==> config.mk <==
export PLATFORM = sky130hd
export DESIGN_NAME = cbd_compact_branch_decoder
export DESIGN_NICKNAME = d
export VERILOG_FILES = /design/src/core/cbd_pkg.sv /design/src/core/cbd_compact_branch_decoder.sv
export SDC_FILE = /design/constraint.sdc
export NUM_CORES = 1
export LEC_CHECK = 0
export BUFFER_PORTS_ARGS = -buffer_cell sky130_fd_sc_hd__buf_2
export CORE_ASPECT_RATIO = 1.1
export CORE_MARGIN = 2
export CORE_UTILIZATION = 55
export DETAILED_ROUTE_END_ITERATION = 10
export GPL_TIMING_DRIVEN = 0
export PLACE_DENSITY = 0.84
export SLEW_MARGIN = 25
export SYNTH_ARGS = -nofsm -noshare
export SYNTH_HDL_FRONTEND = slang
export SYNTH_SLANG_ARGS = --single-unit
==> constraint.sdc <==
create_clock -name mclk_in -period 3.8 [get_ports mclk_in]
set_input_delay 0.19 -clock mclk_in [delete_from_list [all_inputs] [get_ports mclk_in]]
set_output_delay 0.19 -clock mclk_in [all_outputs]
set_load 0.005 [all_outputs]
==> src/core/cbd_pkg.sv <==
package cbd_pkg;

	// ==========================================================
	// Instruction fields
	// ==========================================================
	localparam int unsigned CBD_XLEN = 32;
	localparam logic [15:0] CBD_COND_CLASS = 16'hd000; // 1101 xxxx
	localparam logic [15:0] CBD_COND_MASK = 16'hf000;
	localparam logic [15:0] CBD_UNCOND_CLASS = 16'he000; // 11100 x
	localparam logic [15:0] CBD_LONG_CLASS = 16'hf000; // 1111 H x
	localparam logic [15:0] CBD_FIVE_MASK = 16'hf800;
	localparam logic [15:0] CBD_LONG_MASK = 16'hf000;
	localparam int unsigned CBD_COND_LSB = 8;
	localparam int unsigned CBD_LONG_H_BIT = 11;

	// ==========================================================
	// Condition codes
	// ==========================================================
	localparam logic [3:0] CBD_CC_EQ = 4'h0;
	localparam logic [3:0] CBD_CC_NE = 4'h1;
	localparam logic [3:0] CBD_CC_CS = 4'h2;
	localparam logic [3:0] CBD_CC_CC = 4'h3;
	localparam logic [3:0] CBD_CC_MI = 4'h4;
	localparam logic [3:0] CBD_CC_PL = 4'h5;
	localparam logic [3:0] CBD_CC_VS = 4'h6;
	localparam logic [3:0] CBD_CC_VC = 4'h7;
	localparam logic [3:0] CBD_CC_HI = 4'h8;
	localparam logic [3:0] CBD_CC_LS = 4'h9;
	localparam logic [3:0] CBD_CC_GE = 4'ha;
	localparam logic [3:0] CBD_CC_LT = 4'hb;
	localparam logic [3:0] CBD_CC_GT = 4'hc;
	localparam logic [3:0] CBD_CC_LE = 4'hd;
	localparam logic [3:0] CBD_CC_UNDEF = 4'he;
	localparam logic [3:0] CBD_CC_TRAP = 4'hf;

	// ==========================================================
	// Status word, vectors, prefetch
	// ==========================================================
	localparam int unsigned CBD_FLAG_N = 31;
	localparam int unsigned CBD_FLAG_Z = 30;
	localparam int unsigned CBD_FLAG_C = 29;
	localparam int unsigned CBD_FLAG_V = 28;
	localparam int unsigned CBD_STATE_BIT = 5; // 1 = compact state
	localparam logic [4:0] CBD_MODE_SUPERVISOR = 5'h13;
	localparam logic [CBD_XLEN-1:0] CBD_TRAP_VECTOR = 32'h0000_0008;
	localparam logic [CBD_XLEN-1:0] CBD_PREFETCH = 32'h0000_0004;
	localparam logic [CBD_XLEN-1:0] CBD_HALF = 32'h0000_0002;
	localparam logic [CBD_XLEN-1:0] CBD_RESET_PC = 32'h0000_0000;
	localparam logic [CBD_XLEN-1:0] CBD_RESET_WORD = 32'h0000_0000;
	localparam int unsigned CBD_LONG_SHIFT = 12;
	localparam int unsigned CBD_SHORT_MSB = 7; // Top bit of the short offset field
	localparam int unsigned CBD_LONG_MSB = 10; // Top bit of the eleven-bit offset field
	localparam int unsigned CBD_MODE_MSB = 4; // Top bit of the mode field
	localparam logic [CBD_XLEN-1:0] CBD_LINK_MARK = 32'h0000_0001; // Bit 0 set in a call's return link

	// Pending kind of the current decode
	typedef enum logic [4:0] {
		CBD_K_NONE = 5'b00001,
		CBD_K_BRANCH = 5'b00010,
		CBD_K_TRAP = 5'b00100,
		CBD_K_LINK_HI = 5'b01000,
		CBD_K_UNDEF = 5'b10000
	} cbd_kind_e;

endpackage : cbd_pkg

==> src/core/cbd_compact_branch_decoder.sv <==
// Operation
// - Conditional branch only when flag test passes
// - Targets use PC four bytes ahead
// - 0000 Z set, 0001 Z clear
// - 0010 C set, 0011 C clear
// - 0100 N set, 0101 N clear
// - 0110 V set, 0111 V clear
// - 1000 C set and Z clear
// - 1001 C clear or Z set
// - 1010 N equals V
// - 1011 N differs from V
// - 1100 Z clear and N equals V
// - 1101 Z set or N differs V
// - Short offset doubled, sign-extended nine bits
// - 1110 undefined; 1111 is software trap
// - Trap saves link, status; vector, supervisor
// - Trap comment byte is ignored
// - Unconditional branch, eleven-bit doubled offset
// - First half: PC plus offset<<12 into link
// - Second half: jump, link next address|1
// - Cycle counts match wide equivalents
`timescale 1ns/1ps
`default_nettype none

module cbd_compact_branch_decoder
	import cbd_pkg::*;
(
	// Clock and reset
	input wire logic mclk_in,
	input wire logic nrst_in,
	// Issued instruction
	input wire logic issue_valid_in,
	input wire logic [15:0] issue_instr_in,
	input wire logic [CBD_XLEN-1:0] issue_addr_in,
	// Processor state
	input wire logic [CBD_XLEN-1:0] current_status_word_in,
	input wire logic [CBD_XLEN-1:0] link_register_in,
	// Fetch redirect
	output logic flush_out,
	output logic [CBD_XLEN-1:0] target_out,
	// Link register write
	output logic link_we_out,
	output logic [CBD_XLEN-1:0] link_register_out,
	// Status updates for trap
	output logic trap_out,
	output logic [CBD_XLEN-1:0] saved_status_word_out,
	output logic [CBD_XLEN-1:0] new_status_word_out,
	// Undefined-instruction exception
	output logic undef_out
);

	// ==========================================================
	// Decode
	// ==========================================================
	logic is_cond; // Conditional branch format
	logic is_uncond; // Unconditional branch
	logic is_long; // Long call pair half
	logic long_hi; // H = 0 half
	logic [3:0] cond; // Condition field
	logic flag_n, flag_z, flag_c, flag_v; // Status flags
	logic cond_pass; // Condition satisfied
	logic [CBD_XLEN-1:0] pc_ahead; // Prefetch-adjusted PC
	logic [CBD_XLEN-1:0] next_addr; // Following instruction
	logic [CBD_XLEN-1:0] short_off; // Short branch offset
	logic [CBD_XLEN-1:0] uncond_off; // Unconditional offset
	logic [CBD_XLEN-1:0] long_off_hi; // Upper long offset
	logic [CBD_XLEN-1:0] long_off_lo; // Lower long offset
	cbd_kind_e kind; // Decoded action
	logic [CBD_XLEN-1:0] tgt_d, link_d, status_d;

	assign is_cond = (issue_instr_in & CBD_COND_MASK) == CBD_COND_CLASS;
	assign is_uncond = (issue_instr_in & CBD_FIVE_MASK) == CBD_UNCOND_CLASS;
	assign is_long = (issue_instr_in & CBD_LONG_MASK) == CBD_LONG_CLASS;
	assign long_hi = ~issue_instr_in[CBD_LONG_H_BIT];
	assign cond = issue_instr_in[CBD_COND_LSB +: 4];
	assign flag_n = current_status_word_in[CBD_FLAG_N];
	assign flag_z = current_status_word_in[CBD_FLAG_Z];
	assign flag_c = current_status_word_in[CBD_FLAG_C];
	assign flag_v = current_status_word_in[CBD_FLAG_V];

	// PC is one word ahead of the executing instruction
	assign pc_ahead = issue_addr_in + CBD_PREFETCH;
	assign next_addr = issue_addr_in + CBD_HALF;

	// Offset extensions; the signed size cast does the sign fill
	assign short_off = CBD_XLEN'($signed({issue_instr_in[CBD_SHORT_MSB:0], 1'b0}));
	assign uncond_off = CBD_XLEN'($signed({issue_instr_in[CBD_LONG_MSB:0], 1'b0}));
	assign long_off_hi = CBD_XLEN'($signed({issue_instr_in[CBD_LONG_MSB:0], {CBD_LONG_SHIFT{1'b0}}}));
	// Lower half adds unsigned, the upper half already carries the sign
	assign long_off_lo = CBD_XLEN'({issue_instr_in[CBD_LONG_MSB:0], 1'b0});

	// Flag test per condition code
	always_comb begin
		case (cond)
			CBD_CC_EQ: cond_pass = flag_z;
			CBD_CC_NE: cond_pass = ~flag_z;
			CBD_CC_CS: cond_pass = flag_c;
			CBD_CC_CC: cond_pass = ~flag_c;
			CBD_CC_MI: cond_pass = flag_n;
			CBD_CC_PL: cond_pass = ~flag_n;
			CBD_CC_VS: cond_pass = flag_v;
			CBD_CC_VC: cond_pass = ~flag_v;
			CBD_CC_HI: cond_pass = flag_c & ~flag_z;
			CBD_CC_LS: cond_pass = ~flag_c | flag_z;
			CBD_CC_GE: cond_pass = flag_n == flag_v;
			CBD_CC_LT: cond_pass = flag_n != flag_v;
			CBD_CC_GT: cond_pass = ~flag_z & (flag_n == flag_v);
			CBD_CC_LE: cond_pass = flag_z | (flag_n != flag_v);
			default: cond_pass = 1'b0;
		endcase
	end

	// Action select and result values
	always_comb begin
		kind = CBD_K_NONE;
		tgt_d = pc_ahead + short_off;
		link_d = link_register_in;
		status_d = current_status_word_in;
		if (issue_valid_in) begin
			if (is_cond) begin
				if (cond == CBD_CC_TRAP) begin
					// Comment byte plays no part in the trap
					kind = CBD_K_TRAP;
					tgt_d = CBD_TRAP_VECTOR;
					link_d = next_addr;
					status_d[CBD_STATE_BIT] = 1'b0;
					status_d[CBD_MODE_MSB:0] = CBD_MODE_SUPERVISOR;
				end else if (cond == CBD_CC_UNDEF) begin
					kind = CBD_K_UNDEF;
				end else if (cond_pass) begin
					kind = CBD_K_BRANCH;
				end
			end else if (is_uncond) begin
				kind = CBD_K_BRANCH;
				tgt_d = pc_ahead + uncond_off;
			end else if (is_long) begin
				if (long_hi) begin
					kind = CBD_K_LINK_HI;
					link_d = pc_ahead + long_off_hi;
				end else begin
					kind = CBD_K_BRANCH;
					tgt_d = link_register_in + long_off_lo;
					link_d = next_addr | CBD_LINK_MARK;
				end
			end
		end
	end

	// ==========================================================
	// Registered outputs, one cycle after issue
	// ==========================================================
	// Fetch redirect; single-cycle result matches wide branch timing
	always_ff @(posedge mclk_in) begin
		if (!nrst_in) begin
			flush_out <= 1'b0;
			target_out <= CBD_RESET_PC;
		end else begin
			flush_out <= (kind == CBD_K_BRANCH) || (kind == CBD_K_TRAP);
			target_out <= tgt_d;
		end
	end

	// Link register writes
	always_ff @(posedge mclk_in) begin
		if (!nrst_in) begin
			link_we_out <= 1'b0;
			link_register_out <= CBD_RESET_WORD;
		end else begin
			link_we_out <= (kind == CBD_K_TRAP) || (kind == CBD_K_LINK_HI)
				|| (kind == CBD_K_BRANCH && is_long);
			link_register_out <= link_d;
		end
	end

	// Trap status save and mode switch
	always_ff @(posedge mclk_in) begin
		if (!nrst_in) begin
			trap_out <= 1'b0;
			saved_status_word_out <= CBD_RESET_WORD;
			new_status_word_out <= CBD_RESET_WORD;
		end else begin
			trap_out <= kind == CBD_K_TRAP;
			saved_status_word_out <= current_status_word_in;
			new_status_word_out <= status_d;
		end
	end

	// Undefined-instruction exception
	always_ff @(posedge mclk_in) begin
		if (!nrst_in) begin
			undef_out <= 1'b0;
		end else begin
			undef_out <= kind == CBD_K_UNDEF;
		end
	end

	// ==========================================================
	// Assertions
	// ==========================================================
	logic [15:0] instr_q; // Helper copy of previous instruction
	logic vld_q; // Helper copy of previous valid
	logic [CBD_XLEN-1:0] addr_q, lr_q; // Helper copies
	logic rst_q; // Reset applied at the previous edge
	always_ff @(posedge mclk_in) begin
		instr_q <= issue_instr_in;
		vld_q <= issue_valid_in && nrst_in; // No answer follows a reset cycle
		rst_q <= !nrst_in;
		addr_q <= issue_addr_in;
		lr_q <= link_register_in;
	end

	eq_taken_a: assert property (@(posedge mclk_in) disable iff (!nrst_in)
		issue_valid_in && issue_instr_in[15:8] == 8'hd0 && current_status_word_in[CBD_FLAG_Z]
		|=> flush_out && target_out == $past(issue_addr_in) + 32'h4 + {{23{instr_q[7]}}, instr_q[7:0], 1'b0})
		else $error("equal branch not taken correctly");
	ne_fall_a: assert property (@(posedge mclk_in) disable iff (!nrst_in)
		issue_valid_in && issue_instr_in[15:8] == 8'hd1 && current_status_word_in[CBD_FLAG_Z]
		|=> !flush_out)
		else $error("not-equal branch taken with Z set");
	gt_cond_a: assert property (@(posedge mclk_in) disable iff (!nrst_in)
		issue_valid_in && issue_instr_in[15:8] == 8'hdc
		|=> flush_out == (!$past(flag_z) && $past(flag_n) == $past(flag_v)))
		else $error("greater-than test wrong");
	hi_cond_a: assert property (@(posedge mclk_in) disable iff (!nrst_in)
		issue_valid_in && issue_instr_in[15:8] == 8'hd8
		|=> flush_out == ($past(flag_c) && !$past(flag_z)))
		else $error("unsigned higher test wrong");
	trap_entry_a: assert property (@(posedge mclk_in) disable iff (!nrst_in)
		trap_out |-> flush_out && target_out == 32'h8 && link_register_out == addr_q + 32'h2
		&& new_status_word_out[4:0] == 5'h13 && !new_status_word_out[5])
		else $error("trap entry wrong");
	undef_op_a: assert property (@(posedge mclk_in) disable iff (!nrst_in)
		issue_valid_in && issue_instr_in[15:8] == 8'hde |=> undef_out && !flush_out)
		else $error("undefined condition not trapped");
	uncond_tgt_a: assert property (@(posedge mclk_in) disable iff (!nrst_in)
		vld_q && instr_q[15:11] == 5'h1c |-> flush_out
		&& target_out == addr_q + 32'h4 + {{20{instr_q[10]}}, instr_q[10:0], 1'b0})
		else $error("unconditional target wrong");
	long_hi_a: assert property (@(posedge mclk_in) disable iff (!nrst_in)
		vld_q && instr_q[15:11] == 5'h1e |-> link_we_out && !flush_out
		&& link_register_out == addr_q + 32'h4 + {{9{instr_q[10]}}, instr_q[10:0], 12'h000})
		else $error("long call first half wrong");
	long_lo_a: assert property (@(posedge mclk_in) disable iff (!nrst_in)
		vld_q && instr_q[15:11] == 5'h1f |-> flush_out && link_register_out == ((addr_q + 32'h2) | 32'h1)
		&& target_out == lr_q + {20'h00000, instr_q[10:0], 1'b0})
		else $error("long call second half wrong");

	// ==========================================================
	// Condition code, trap save and quiet-output assertions
	// ==========================================================
	cs_cond_a: assert property (@(posedge mclk_in) disable iff (!nrst_in)
		issue_valid_in && issue_instr_in[15:8] == 8'hd2
		|=> flush_out == $past(flag_c))
		else $error("carry-set test wrong");
	cc_cond_a: assert property (@(posedge mclk_in) disable iff (!nrst_in)
		issue_valid_in && issue_instr_in[15:8] == 8'hd3
		|=> flush_out == !$past(flag_c))
		else $error("carry-clear test wrong");
	mi_cond_a: assert property (@(posedge mclk_in) disable iff (!nrst_in)
		issue_valid_in && issue_instr_in[15:8] == 8'hd4
		|=> flush_out == $past(flag_n))
		else $error("negative test wrong");
	pl_cond_a: assert property (@(posedge mclk_in) disable iff (!nrst_in)
		issue_valid_in && issue_instr_in[15:8] == 8'hd5
		|=> flush_out == !$past(flag_n))
		else $error("positive test wrong");
	vs_cond_a: assert property (@(posedge mclk_in) disable iff (!nrst_in)
		issue_valid_in && issue_instr_in[15:8] == 8'hd6
		|=> flush_out == $past(flag_v))
		else $error("overflow-set test wrong");
	vc_cond_a: assert property (@(posedge mclk_in) disable iff (!nrst_in)
		issue_valid_in && issue_instr_in[15:8] == 8'hd7
		|=> flush_out == !$past(flag_v))
		else $error("overflow-clear test wrong");
	ls_cond_a: assert property (@(posedge mclk_in) disable iff (!nrst_in)
		issue_valid_in && issue_instr_in[15:8] == 8'hd9
		|=> flush_out == (!$past(flag_c) || $past(flag_z)))
		else $error("unsigned lower-or-same test wrong");
	ge_cond_a: assert property (@(posedge mclk_in) disable iff (!nrst_in)
		issue_valid_in && issue_instr_in[15:8] == 8'hda
		|=> flush_out == ($past(flag_n) == $past(flag_v)))
		else $error("signed greater-or-equal test wrong");
	lt_cond_a: assert property (@(posedge mclk_in) disable iff (!nrst_in)
		issue_valid_in && issue_instr_in[15:8] == 8'hdb
		|=> flush_out == ($past(flag_n) != $past(flag_v)))
		else $error("signed less-than test wrong");
	le_cond_a: assert property (@(posedge mclk_in) disable iff (!nrst_in)
		issue_valid_in && issue_instr_in[15:8] == 8'hdd
		|=> flush_out == ($past(flag_z) || ($past(flag_n) != $past(flag_v))))
		else $error("signed less-or-equal test wrong");
	trap_save_a: assert property (@(posedge mclk_in) disable iff (!nrst_in)
		vld_q && instr_q[15:8] == 8'hdf |-> trap_out && link_we_out
		&& saved_status_word_out == $past(current_status_word_in))
		else $error("trap with any comment byte not taken");
	idle_quiet_a: assert property (@(posedge mclk_in) disable iff (!nrst_in)
		!vld_q |-> !flush_out && !link_we_out && !trap_out && !undef_out)
		else $error("strobe without an issued instruction");
	rst_quiet_a: assert property (@(posedge mclk_in)
		rst_q |-> !flush_out && !link_we_out && !trap_out && !undef_out)
		else $error("strobe raised during reset");

endmodule : cbd_compact_branch_decoder // cbd_compact_branch_decoder

`default_nettype wire

## After elaboration in Yosys (flattened, before gate mapping)

Cells that the tools add are included.

- Bits in registers: 132
- Bits of input ports: 115
- Output and inout bits: 132
- Logic and storage cells: 75

- $add $sub $neg: 6
- Eq/ne operators: 24
- Muxes and demuxes: 24
- Bitwise gates (word level): 8
- Reductions and logical operators: 5

Operator list:

| operator | number |
|---|---|
| two-way mux 32 bit | 12 |
| adder 32 bit | 3 |
| equality test 4 bit, second input constant | 10 |
| adder 32 x 12 -> 32 bit | 1 |
| adder 32 x 2 -> 32 bit, second input constant | 1 |
| adder 32 x 3 -> 32 bit, second input constant | 1 |
| two-way mux 5 bit | 4 |
| two-way mux 6 bit | 3 |
| equality test 4 x 3 -> 1 bit, second input constant | 4 |
| one-hot mux 1 bit (14 select lines) | 1 |
| two-way mux 4 bit | 3 |
| equality test 5 bit, second input constant | 2 |
| equality test 4 x 2 -> 1 bit, second input constant | 2 |
| equality test 5 x 2 -> 1 bit, second input constant | 1 |
| equality test 5 x 3 -> 1 bit, second input constant | 1 |
| equality test 5 x 4 -> 1 bit, second input constant | 1 |
| equality test 4 x 1 -> 1 bit, second input constant | 1 |
| zero test 4 bit | 1 |
| NOT 1 bit | 4 |
| logical OR 1 bit | 3 |
| AND 1 bit | 2 |
| two-way mux 2 bit | 1 |
| OR 1 bit | 2 |
| equality test 1 bit | 1 |
| other kinds (2) | 2 |

## Longest topological paths before layout

Gate-level depths: netlist of the first run.

- Depth after elaboration: 11
- Gate-level depth with buffers: 17
- Gate-level depth less buffers: 16

## Worst setup path after synthesis of the first run

OpenSTA, ideal clock, no wires.

- Path type: input-to-reg
- From: input port issue_addr_in[9]
- To: register target_out[31]
- Library setup time: 0.123 ns
- Arrival: 3.345 ns
- Required time: 3.677 ns
- Setup slack: 0.332 ns
- Stages: 16
- Buffers on the path: 1
- Cells stage by stage: buf_2 > nand4_2 > or4_4 > nor2_4 > and4_4 > xor2_1 > ha_1 > a21oi_1 > o21bai_1 > a21oi_1 > o211ai_1 > o211ai_1 > nor3_1 > a311o_1 > o21ai_1 > nand3_1

- Cells in the longest elaborated chain, start to end: 7
- Elaborated cells between the ends (all ways): 9
- Classes of those cells: add/sub: 3; mux: 6

Ends and longest elaborated chain:

| element | line | RTL |
|---|---|---|
| start, declared | cbd_compact_branch_decoder.sv:34 | `input wire logic [CBD_XLEN-1:0] issue_addr_in,` |
| adder 32 x 3 -> 32 bit (*) | cbd_compact_branch_decoder.sv:82 | `assign pc_ahead = issue_addr_in + CBD_PREFETCH;` |
| adder 32 bit | cbd_compact_branch_decoder.sv:116 | `tgt_d = pc_ahead + short_off;` |
| two-way mux 32 bit | cbd_compact_branch_decoder.sv:137 | `if (long_hi) begin` |
| two-way mux 32 bit | cbd_compact_branch_decoder.sv:136 | `end else if (is_long) begin` |
| two-way mux 32 bit | cbd_compact_branch_decoder.sv:133 | `end else if (is_uncond) begin` |
| two-way mux 32 bit | cbd_compact_branch_decoder.sv:120 | `if (is_cond) begin` |
| two-way mux 32 bit (*) | cbd_compact_branch_decoder.sv:119 | `if (issue_valid_in) begin` |
| end signal, assigned | cbd_compact_branch_decoder.sv:159 | `target_out <= tgt_d;` |
| end, declared | cbd_compact_branch_decoder.sv:40 | `output logic [CBD_XLEN-1:0] target_out,` |

Mark *: on every way between the ends. The rest lies on a longest branch, timed or not.
A chain may end at the register's enable or synchronous reset.

## Final worst setup path of the first run

- From: input port issue_addr_in[2]
- To: register link_register_out[27]

- Cells in the longest elaborated chain, start to end: 7
- Elaborated cells between the ends (all ways): 9
- Classes of those cells: add/sub: 3; mux: 6

Ends and longest elaborated chain:

| element | line | RTL |
|---|---|---|
| adder 32 x 3 -> 32 bit | cbd_compact_branch_decoder.sv:82 |  |
| adder 32 bit | cbd_compact_branch_decoder.sv:139 | `link_d = pc_ahead + long_off_hi;` |
| two-way mux 32 bit | cbd_compact_branch_decoder.sv:137 |  |
| two-way mux 32 bit | cbd_compact_branch_decoder.sv:136 |  |
| two-way mux 32 bit | cbd_compact_branch_decoder.sv:133 |  |
| two-way mux 32 bit (*) | cbd_compact_branch_decoder.sv:120 |  |
| two-way mux 32 bit (*) | cbd_compact_branch_decoder.sv:119 |  |
| end signal, assigned | cbd_compact_branch_decoder.sv:171 | `link_register_out <= link_d;` |
| end, declared | cbd_compact_branch_decoder.sv:43 | `output logic [CBD_XLEN-1:0] link_register_out,` |

Marks and branches as above.

==> results of run 1 <==
## per-layer routing
| metal | vias to the layer above | track usage [%] | routed length (um) |
|---|---|---|---|
| met4 | 0 | 24.94 | 2579 |
| met1 | 5196 | 47.16 | 14400 |
| met2 | 754 | 66.32 | 17850 |
| met3 | 186 | 7.901 | 3876 |
| met5 | - | 0 | 0 |
| li1 | 5088 | - | - |
## cells by family (layout without fill, tap and decap cells)
logic type,Yosys count,count (layout)
mux,5,5
simple gates,458,458
xor+xnor,135,135
compound gates,366,366
flops,106,106
fa+ha+maj,88,88
buf+inv,100,361
## cells in the mapped netlist (all sizes together), types with 5 or more instances
cell type | instances | area share [%]
o21bai | 9 | 0.69
buf | 38 | 2.6
nor3 | 24 | 1.4
ha | 85 | 11
xnor2 | 71 | 6.5
nor2b | 10 | 0.64
a31oi | 14 | 0.89
or3 | 15 | 0.96
a21oi | 97 | 5.0
and3 | 27 | 1.7
a211oi | 13 | 1.0
o31ai | 9 | 0.74
nand2 | 101 | 3.9
o22ai | 17 | 1.1
inv | 24 | 0.92
xor2 | 64 | 5.7
nand4 | 22 | 1.6
a221oi | 11 | 1.0
a22oi | 14 | 1.1
o21a | 8 | 0.61
nand2b | 11 | 0.70
o2111ai | 5 | 0.51
o21ai | 77 | 4.1
nor4 | 5 | 0.54
and4 | 12 | 1.1
or2 | 6 | 0.38
nand3 | 55 | 2.8
o211ai | 17 | 1.3
and2 | 47 | 3.0
clkbuf | 36 | 1.4
nor2 | 112 | 4.4
dfxtp | 106 | 22
a21o | 32 | 2.5
## state kept, by name, indices dropped and copies added, names as in the netlist
name                   cells
trap_out                   1
undef_out                  1
flush_out                  1
link_register_out         32
target_out                32
saved_status_word_out     32
new_status_word_out        6
link_we_out                1
## path summary, 6_finish.rpt
kind / end / slack [ns] / cells after the start
worst max-delay path: link_register_out[27]$_SDFF_PN0_ / -0.005 / 16
worst min-delay path: saved_status_word_out[19]$_SDFF_PN0_ / 0.02 / 2
## through the flow
step / worst slack [ns] / std cells
after floorplan: 0.3322 / 1258
after global placement: -0.8297 / 1736
after detailed placement: -0.7836 / 1736
after CTS: -0.02336 / 1754
after global routing: -0.05574 / 1757
final: -0.005266 / 1757
## repair_timing
| action | CTS | global route |
|---|---|---|
| buffers inserted | 2 | 4 |
| cloned | 0 | 0 |
| pin swaps | 2 | 4 |
| hold buffers | 0 | 0 |
| setup endpoints to repair | 16 | 21 |
| gates resized for setup | 18 | 19 |
## power groups by stage
stage | logic (mW) | clock network, mW | registers, mW
after global placement | 1.33 | 0 | 1.25
after global routing | 1.52 | 1.06 | 1.24
after detailed placement | 1.34 | 0 | 1.25
after floorplan | 0.848 | 0 | 1.27
after CTS | 1.37 | 1.01 | 1.23
final | 1.42 | 0.998 | 1.23
## cell type report
class | count | area (sq um) | share of cell area (%)
Multi-Input combinational cell | 1052 | 7356 | 62.19
Sequential cell | 106 | 2122 | 17.94
Timing Repair Buffer | 246 | 1246 | 10.54
Buffer | 73 | 390.4 | 3.300
Tap cell | 238 | 297.8 | 2.517
Clock buffer | 9 | 225.2 | 1.904
Inverter | 26 | 97.59 | 0.8251
Clock inverter | 7 | 93.84 | 0.7933
## cell usage in the layout (no fill, tap or decap), types with 9 or more instances in the layout
cell	synthesis	layout
sky130_fd_sc_hd__a211oi_1	12	11
sky130_fd_sc_hd__a21o_1	31	31
sky130_fd_sc_hd__a21oi_1	95	91
sky130_fd_sc_hd__a221oi_1	10	10
sky130_fd_sc_hd__a22oi_1	14	14
sky130_fd_sc_hd__a31oi_1	14	13
sky130_fd_sc_hd__and2_1	47	47
sky130_fd_sc_hd__and3_1	27	27
sky130_fd_sc_hd__and4_1	11	11
sky130_fd_sc_hd__buf_2	10	250
sky130_fd_sc_hd__buf_4	26	32
sky130_fd_sc_hd__clkbuf_1	35	32
sky130_fd_sc_hd__clkbuf_16	0	9
sky130_fd_sc_hd__dfxtp_1	106	106
sky130_fd_sc_hd__ha_1	85	83
sky130_fd_sc_hd__inv_1	24	24
sky130_fd_sc_hd__nand2_1	101	101
sky130_fd_sc_hd__nand2b_1	11	11
sky130_fd_sc_hd__nand3_1	55	54
sky130_fd_sc_hd__nand4_1	20	20
sky130_fd_sc_hd__nor2_1	110	109
sky130_fd_sc_hd__nor2b_1	10	9
sky130_fd_sc_hd__nor3_1	22	20
sky130_fd_sc_hd__o211ai_1	17	17
sky130_fd_sc_hd__o21ai_0	69	68
sky130_fd_sc_hd__o21bai_1	9	9
sky130_fd_sc_hd__o22ai_1	17	17
sky130_fd_sc_hd__or3_1	15	14
sky130_fd_sc_hd__xnor2_1	69	65
sky130_fd_sc_hd__xor2_1	64	57
==> results.txt, run 1 <==
The simple-gate area share of the yosys netlist came out at 24.08%. In this run the clock root is driven by a sky130_fd_sc_hd__clkbuf_16. The checks that failed: negative setup slack.

The number of buffer and inverter instances along the worst setup path came out at 2. The sum of internal, switching and leakage power is 3.640 mW. 247 I/O pins were placed. The post-synthesis to final-layout area growth came out at 20.79%. The height of the die is 144.0 um. The worst slack on hold paths came out at 0.01791 ns.

In this run the power density over the cells is 307.8 nW/um^2. For the worst setup path, the data required time is approximately 4.1 ns. The placeable core region came out at 17550 sq um.

The final worst-path setup slack is -0.005266 ns. The antenna diode instance count came out at 0. The flop and latch count out of synthesis is 106.

Among all stages on the critical path, the largest delay is contributed by sky130_fd_sc_hd__or4_4. Per report_power, the sequential group accounts for 33.7% of the total. The peak fanout along the critical path is 10. For this run, asynchronously set or reset flops after synthesis account for 0%. At the end of routability-driven placement, the weighted congestion stood at roughly 1. The iteration-0 DRC count of the detailed router is 1117. The number of hold-slack violations in the final timing report was 0. After synthesis, the largest family of logic cells by area is compound AO/OA/AOI/OAI gates.

The switching power summed over all nets is 1.388 mW. In this run the core area contains between 50 and 60 standard-cell rows. In this run the worst setup path begins at issue_addr_in[2]. The synthesized net count came out at 1461.

In this design, the largest share of critical-path delay is due to simple AND/OR/NAND/NOR gates. The detail route stage leaves a number of antenna-violating nets equal to 0. The number of enable flip-flop cells after synthesis came out at 0.

The number of global-route vias before repair is between 10000 and 15000. The average vias per placed instance is 6.388. Summing all non-filler instances in the final layout gives an area of 11830 sq um.

The HPWL reported at the end of detailed placement is 30630 um. The first-pass GRT wire length came out at 57820 um. The run finished, with violations left. The number of library cell types mapped by synthesis is roughly 90.

The maximum number of pins on one net before global-route repair is 33. The initial core utilization came out at 55.81%. The combinational power share is 38.9%.

The post-synth design cell area is 9793 sq um. The average instance area after synthesis came out at roughly 7.8 sq um. The post-route netlist has about a quarter of its cells at a drive strength greater than 1.

Among all flip-flop cells after synthesis, the most frequent one is sky130_fd_sc_hd__dfxtp_1. The share of the synthesized area in compound gates (AO/OA/AOI/OAI) came out at roughly a quarter. The xor-xnor portion of the synthesized cell area came out at between 10% and 20%. The peak clock frequency supported by timing came out at 262.8 MHz. The transition time at the pin with the least slew margin is 1.105 ns. Of the total power, the clock network draws 27.4%. By startpoint and endpoint, the worst setup path is classified as in2reg. The worst voltage drop across the vdd grid came out at 0.2439 mV. In this run the most critical hold path is launched from current_status_word_in[19].

The CTS buffer count is 9. The H-tree depth came out at 3. The share of cell area taken by muxes after synthesis is 0.6388%.

Net switching is 38.12% of the power. The number of input and output port buffers inserted is 240. The sequential element share of the synthesized area came out at 21.67%.

The max-capacitance violation count is 0. The total overflow left after global routing is 0. The initial antenna violation count is 1.

The cell area after placement is 11290 sq um. The design internal power is 2.253 mW. Cells fill 67.41% of the core in the end.

The final net count came out at roughly 1700. The maximum buffer depth of the clock tree is 2. The worst pin sits at a relative slew slack of 26.03%. The critical path arrival is roughly 4.1 ns. The time the worst path needs with I/O delays and setup came out at around 3.8 ns. For the final routed database, the setup TNS stands at -0.005266 ns. The number of setup violations in the final report came out at 1. The total of warnings raised by yosys came out at 0. The floorplan step defined a die boundary enclosing 18890 sq um. For this run, the detailed router's first-pass iteration total came to 6.

The routed layout has 11220 vias. Counting stages on the worst path, the most repeated cell is sky130_fd_sc_hd__nand2_1. The post-synthesis cell count is 1258.

Clock-pin slew was measured on the worst setup and hold paths at roughly 0.080 ns. Dividing the detail-routed wire length by the instance count gives about 22 um. The final number of max-transition violations was 0.

TritonCTS built the clock tree. The tightest min-delay check is of the in2reg type. The delay of the slowest cell on the worst path is about 0.57 ns. The arithmetic-cell share of the synthesized area counting full adders, half adders and majority gates is 11.47%. The standby leakage power is 5.418 nW. The total routing usage reported by global routing came out at 39.68%.

STA classifies the critical path endpoint as a register. The startpoint type of the worst setup path is an input pin. Walking the worst path, the cells encountered are buf_2, ha_2, nand2_1, or4_4, nor2_4, nand2_1, xnor2_2, ha_1, a21oi_2, nor2b_2, inv_1, o221ai_2, o21ai_0, xnor2_1, o22ai_1, a21oi_1. The detailed-route wire length is 38700 um. The horizontal die dimension came out at approximately 130 um.

The CTS sink count is approximately 110. In the finished design, the share of the clock period the worst path needs comes to 100.1%. The count of filler cells inserted in the layout is 1547. After detailed routing, the number of remaining DRC violations is 0.
No activity file was read; power rests on OpenSTA's default activity.
==> run 2: changes to the inputs <==
--- a/config.mk
+++ b/config.mk
@@ -8,10 +8,10 @@
 export BUFFER_PORTS_ARGS = -buffer_cell sky130_fd_sc_hd__buf_2
 export CORE_ASPECT_RATIO = 1.1
 export CORE_MARGIN = 2
-export CORE_UTILIZATION = 55
+export CORE_UTILIZATION = 40
 export DETAILED_ROUTE_END_ITERATION = 10
 export GPL_TIMING_DRIVEN = 0
-export PLACE_DENSITY = 0.84
+export PLACE_DENSITY = 0.65
 export SLEW_MARGIN = 25
 export SYNTH_ARGS = -nofsm -noshare
 export SYNTH_HDL_FRONTEND = slang
==> results.txt, run 2 (synthesized netlist as in run 1, its figures left out) <==
The area of the multi-input gates is 7343 sq um. The area taken by flip-flops and latches came out at 2122 sq um. The initial antenna violation count is 1. The number of global-route vias before repair came out at 10410. The number of cells on the worst hold path came out at 2. The time the worst path needs with I/O delays and setup came out at 3.678 ns. The final number of max-transition violations came out at 0. STA classifies the critical path endpoint as a register. The standby leakage power came out at around 5.4 nW. At the worst endpoint, the arrival time is 3.93 ns.

The cell at the root of the clock tree is sky130_fd_sc_hd__clkbuf_16. The average wire per cell in the routed design came out at 21.07 um. In the routed layout, each cell is associated on average with a via count of 5.954. Across the run, the number of max-cap violations was 0. The H-tree depth is 3. The area growth from synthesis to layout is 21.60%. The highest-delay cell along the critical path is sky130_fd_sc_hd__ha_1.

The maximum number of pins on one net before global-route repair came out at 33. The peak fanout along the critical path is 7. The library cells used most frequently in the layout, excluding fill and tap cells, are sky130_fd_sc_hd__buf_2, sky130_fd_sc_hd__nor2_1, sky130_fd_sc_hd__dfxtp_1.

247 I/O pins were placed. The DRC violation count after routing came out at 0. After legalization and detailed placement, the total HPWL measured 30980 um. The worst pin sits at a relative slew slack of 26.36%. The maximum buffer depth of the clock tree came out at 2.

With fillers left out, the area of the finished cells amounts to 11910 sq um. After clock tree synthesis, the clock-pin slew on the worst setup and hold paths is 0.09 ns. The library cell used most frequently in the layout, excluding fill and tap cells, is sky130_fd_sc_hd__buf_2. The final route contains 10910 vias. The initial core utilization is 40.39%. The final net count is between 1500 and 2000. The largest registers in the layout are link_register_out (32), saved_status_word_out (32), target_out (32). Setup violations remaining at the end of the flow were counted as 0. The CTS buffer count is 9. Setup repair after global routing left no endpoint under its margin. The flow ran to the end, and the final reports show no timing, DRC or antenna violations.

The sum of internal, switching and leakage power is 3.630 mW. Fill cells in the final layout number 2491. The area enclosed by the die boundary came out at around 26000 sq um.

Static timing analysis puts the maximum clock frequency at 271.9 MHz. The final-layout setup total negative slack is 0 ns. The number of hold-slack violations in the final timing report came out at 0.

Before antenna repair, the detailed router went through 6 iterations. The residual antenna-violating net count after detailed routing is 0. The first routing iteration left 961 violations.

STA classifies the critical path startpoint as an input pin. The first global-routing pass estimated around 58000 um of wire. Dividing total power by cell area gives a power density of around 300 nW/um^2. The fraction of the core area covered by cells at the end of the flow came out at 49.11%.

Data on the critical path is required at its endpoint by approximately 4.1 ns. The transition time at the pin with the least slew margin came out at ~1.1 ns. The congestion estimate from routability-driven global placement came to 0.9622. The type of the worst min-delay path is in2reg. The horizontal die dimension came out at 153.2 um. The critical path goes through buf_2, and4_1, nand3_1, nor3_1, and3_1, xor2_2, ha_1, a21o_1, a21o_1, a21oi_1, and3_1, o211a_4, nor3_4, o21a_1, or3_1, a311o_1. In this run the standard cell core region covers 24250 sq um. After global routing the overflow that remains totals 0. The detailed-route wire length came out at 38600 um. The row count is 60. The final cycle utilization of the critical path is 96.80%. The cell area after placement came out at around 11000 sq um. In this run the tool buffered the top-level ports with 240 buffer cells. CTS saw 106 sinks. IR analysis of the VDD net gives a maximum drop of 0.1961 mV. On the worst path, the slowest cell contributes a delay of 0.37 ns. The height of the die is 168.1 um. The TritonCTS clock tree is done. The ratio of cells with drive above 1 in the final layout came out at about a quarter. The total routing usage reported by global routing came out at 28.90%. The type of the worst setup path is in2reg.
run 2: changes by cell type in the layout (fill, tap and decap cells not counted), moves of 2 or more:
cell,previous run,this run
sky130_fd_sc_hd__xor2_2,7,3
sky130_fd_sc_hd__xor2_1,57,60
sky130_fd_sc_hd__diode_2,0,3
sky130_fd_sc_hd__clkinv_8,4,2
run 2: path summary, 6_finish.rpt:
path	start	end	slack (ns)
worst min-delay path	current_status_word_in[26]	saved_status_word_out[26]$_SDFF_PN0_	0.005
worst max-delay path	issue_addr_in[5]	target_out[29]$_SDFF_PN0_	0.12
run 2: layout make-up:
class	count	area share, %
Timing Repair Buffer	247	10.53
Inverter	26	0.8195
Tap cell	310	3.257
Buffer	72	3.236
Antenna cell	3	0.06304
Sequential cell	106	17.82
Clock inverter	7	0.7249
Clock buffer	9	1.891
Multi-Input combinational cell	1052	61.66
run 2: timing repair:
item	CTS	global route
pin swaps	1	5
resized for setup	12	19
hold buffers	0	0
setup endpoints to repair	13	18
buffers inserted	1	6
run 2: layer usage:
layer  share of wire, %  wire length (um)  GRT usage (%)  vias up
li1                   -                 -              -     5109
met1                 39             15190          35.31     5020
met2                 45             17480          47.22      622
met3                8.7              3359          5.277      157
met4                6.7              2567          17.71        0
met5                  0                 0              0        -
run 2: per-stage QoR:
stage          cells  setup slack [ns]  hold WS, ns
2_1_floorplan   1258            0.3322       0.2661
3_3_place_gp    1808           -0.8197       0.3952
3_5_place_dp    1808           -0.7845       0.3995
4_1_cts         1825          0.002403     0.007384
5_1_grt         1829          0.003078     0.008446
6_report        1832            0.1216     0.004887
run 2: power breakdown:
part           leakage, nW  total (mW)  switching, mW  internal (mW)
registers            0.882        1.23         0.0237           1.20
clock network        0.152        1.01          0.536          0.478
logic                 4.38        1.39          0.818          0.572
run 2: worst max-delay path: cells and delay by family:
kind	cells	cell delay (ns)
AND/OR/NAND/NOR	7	1.60
AO/OA/AOI/OAI	6	1.27
adder cells (fa/ha/maj)	1	0.37
XOR/XNOR	1	0.31
buffers and inverters	1	0.18
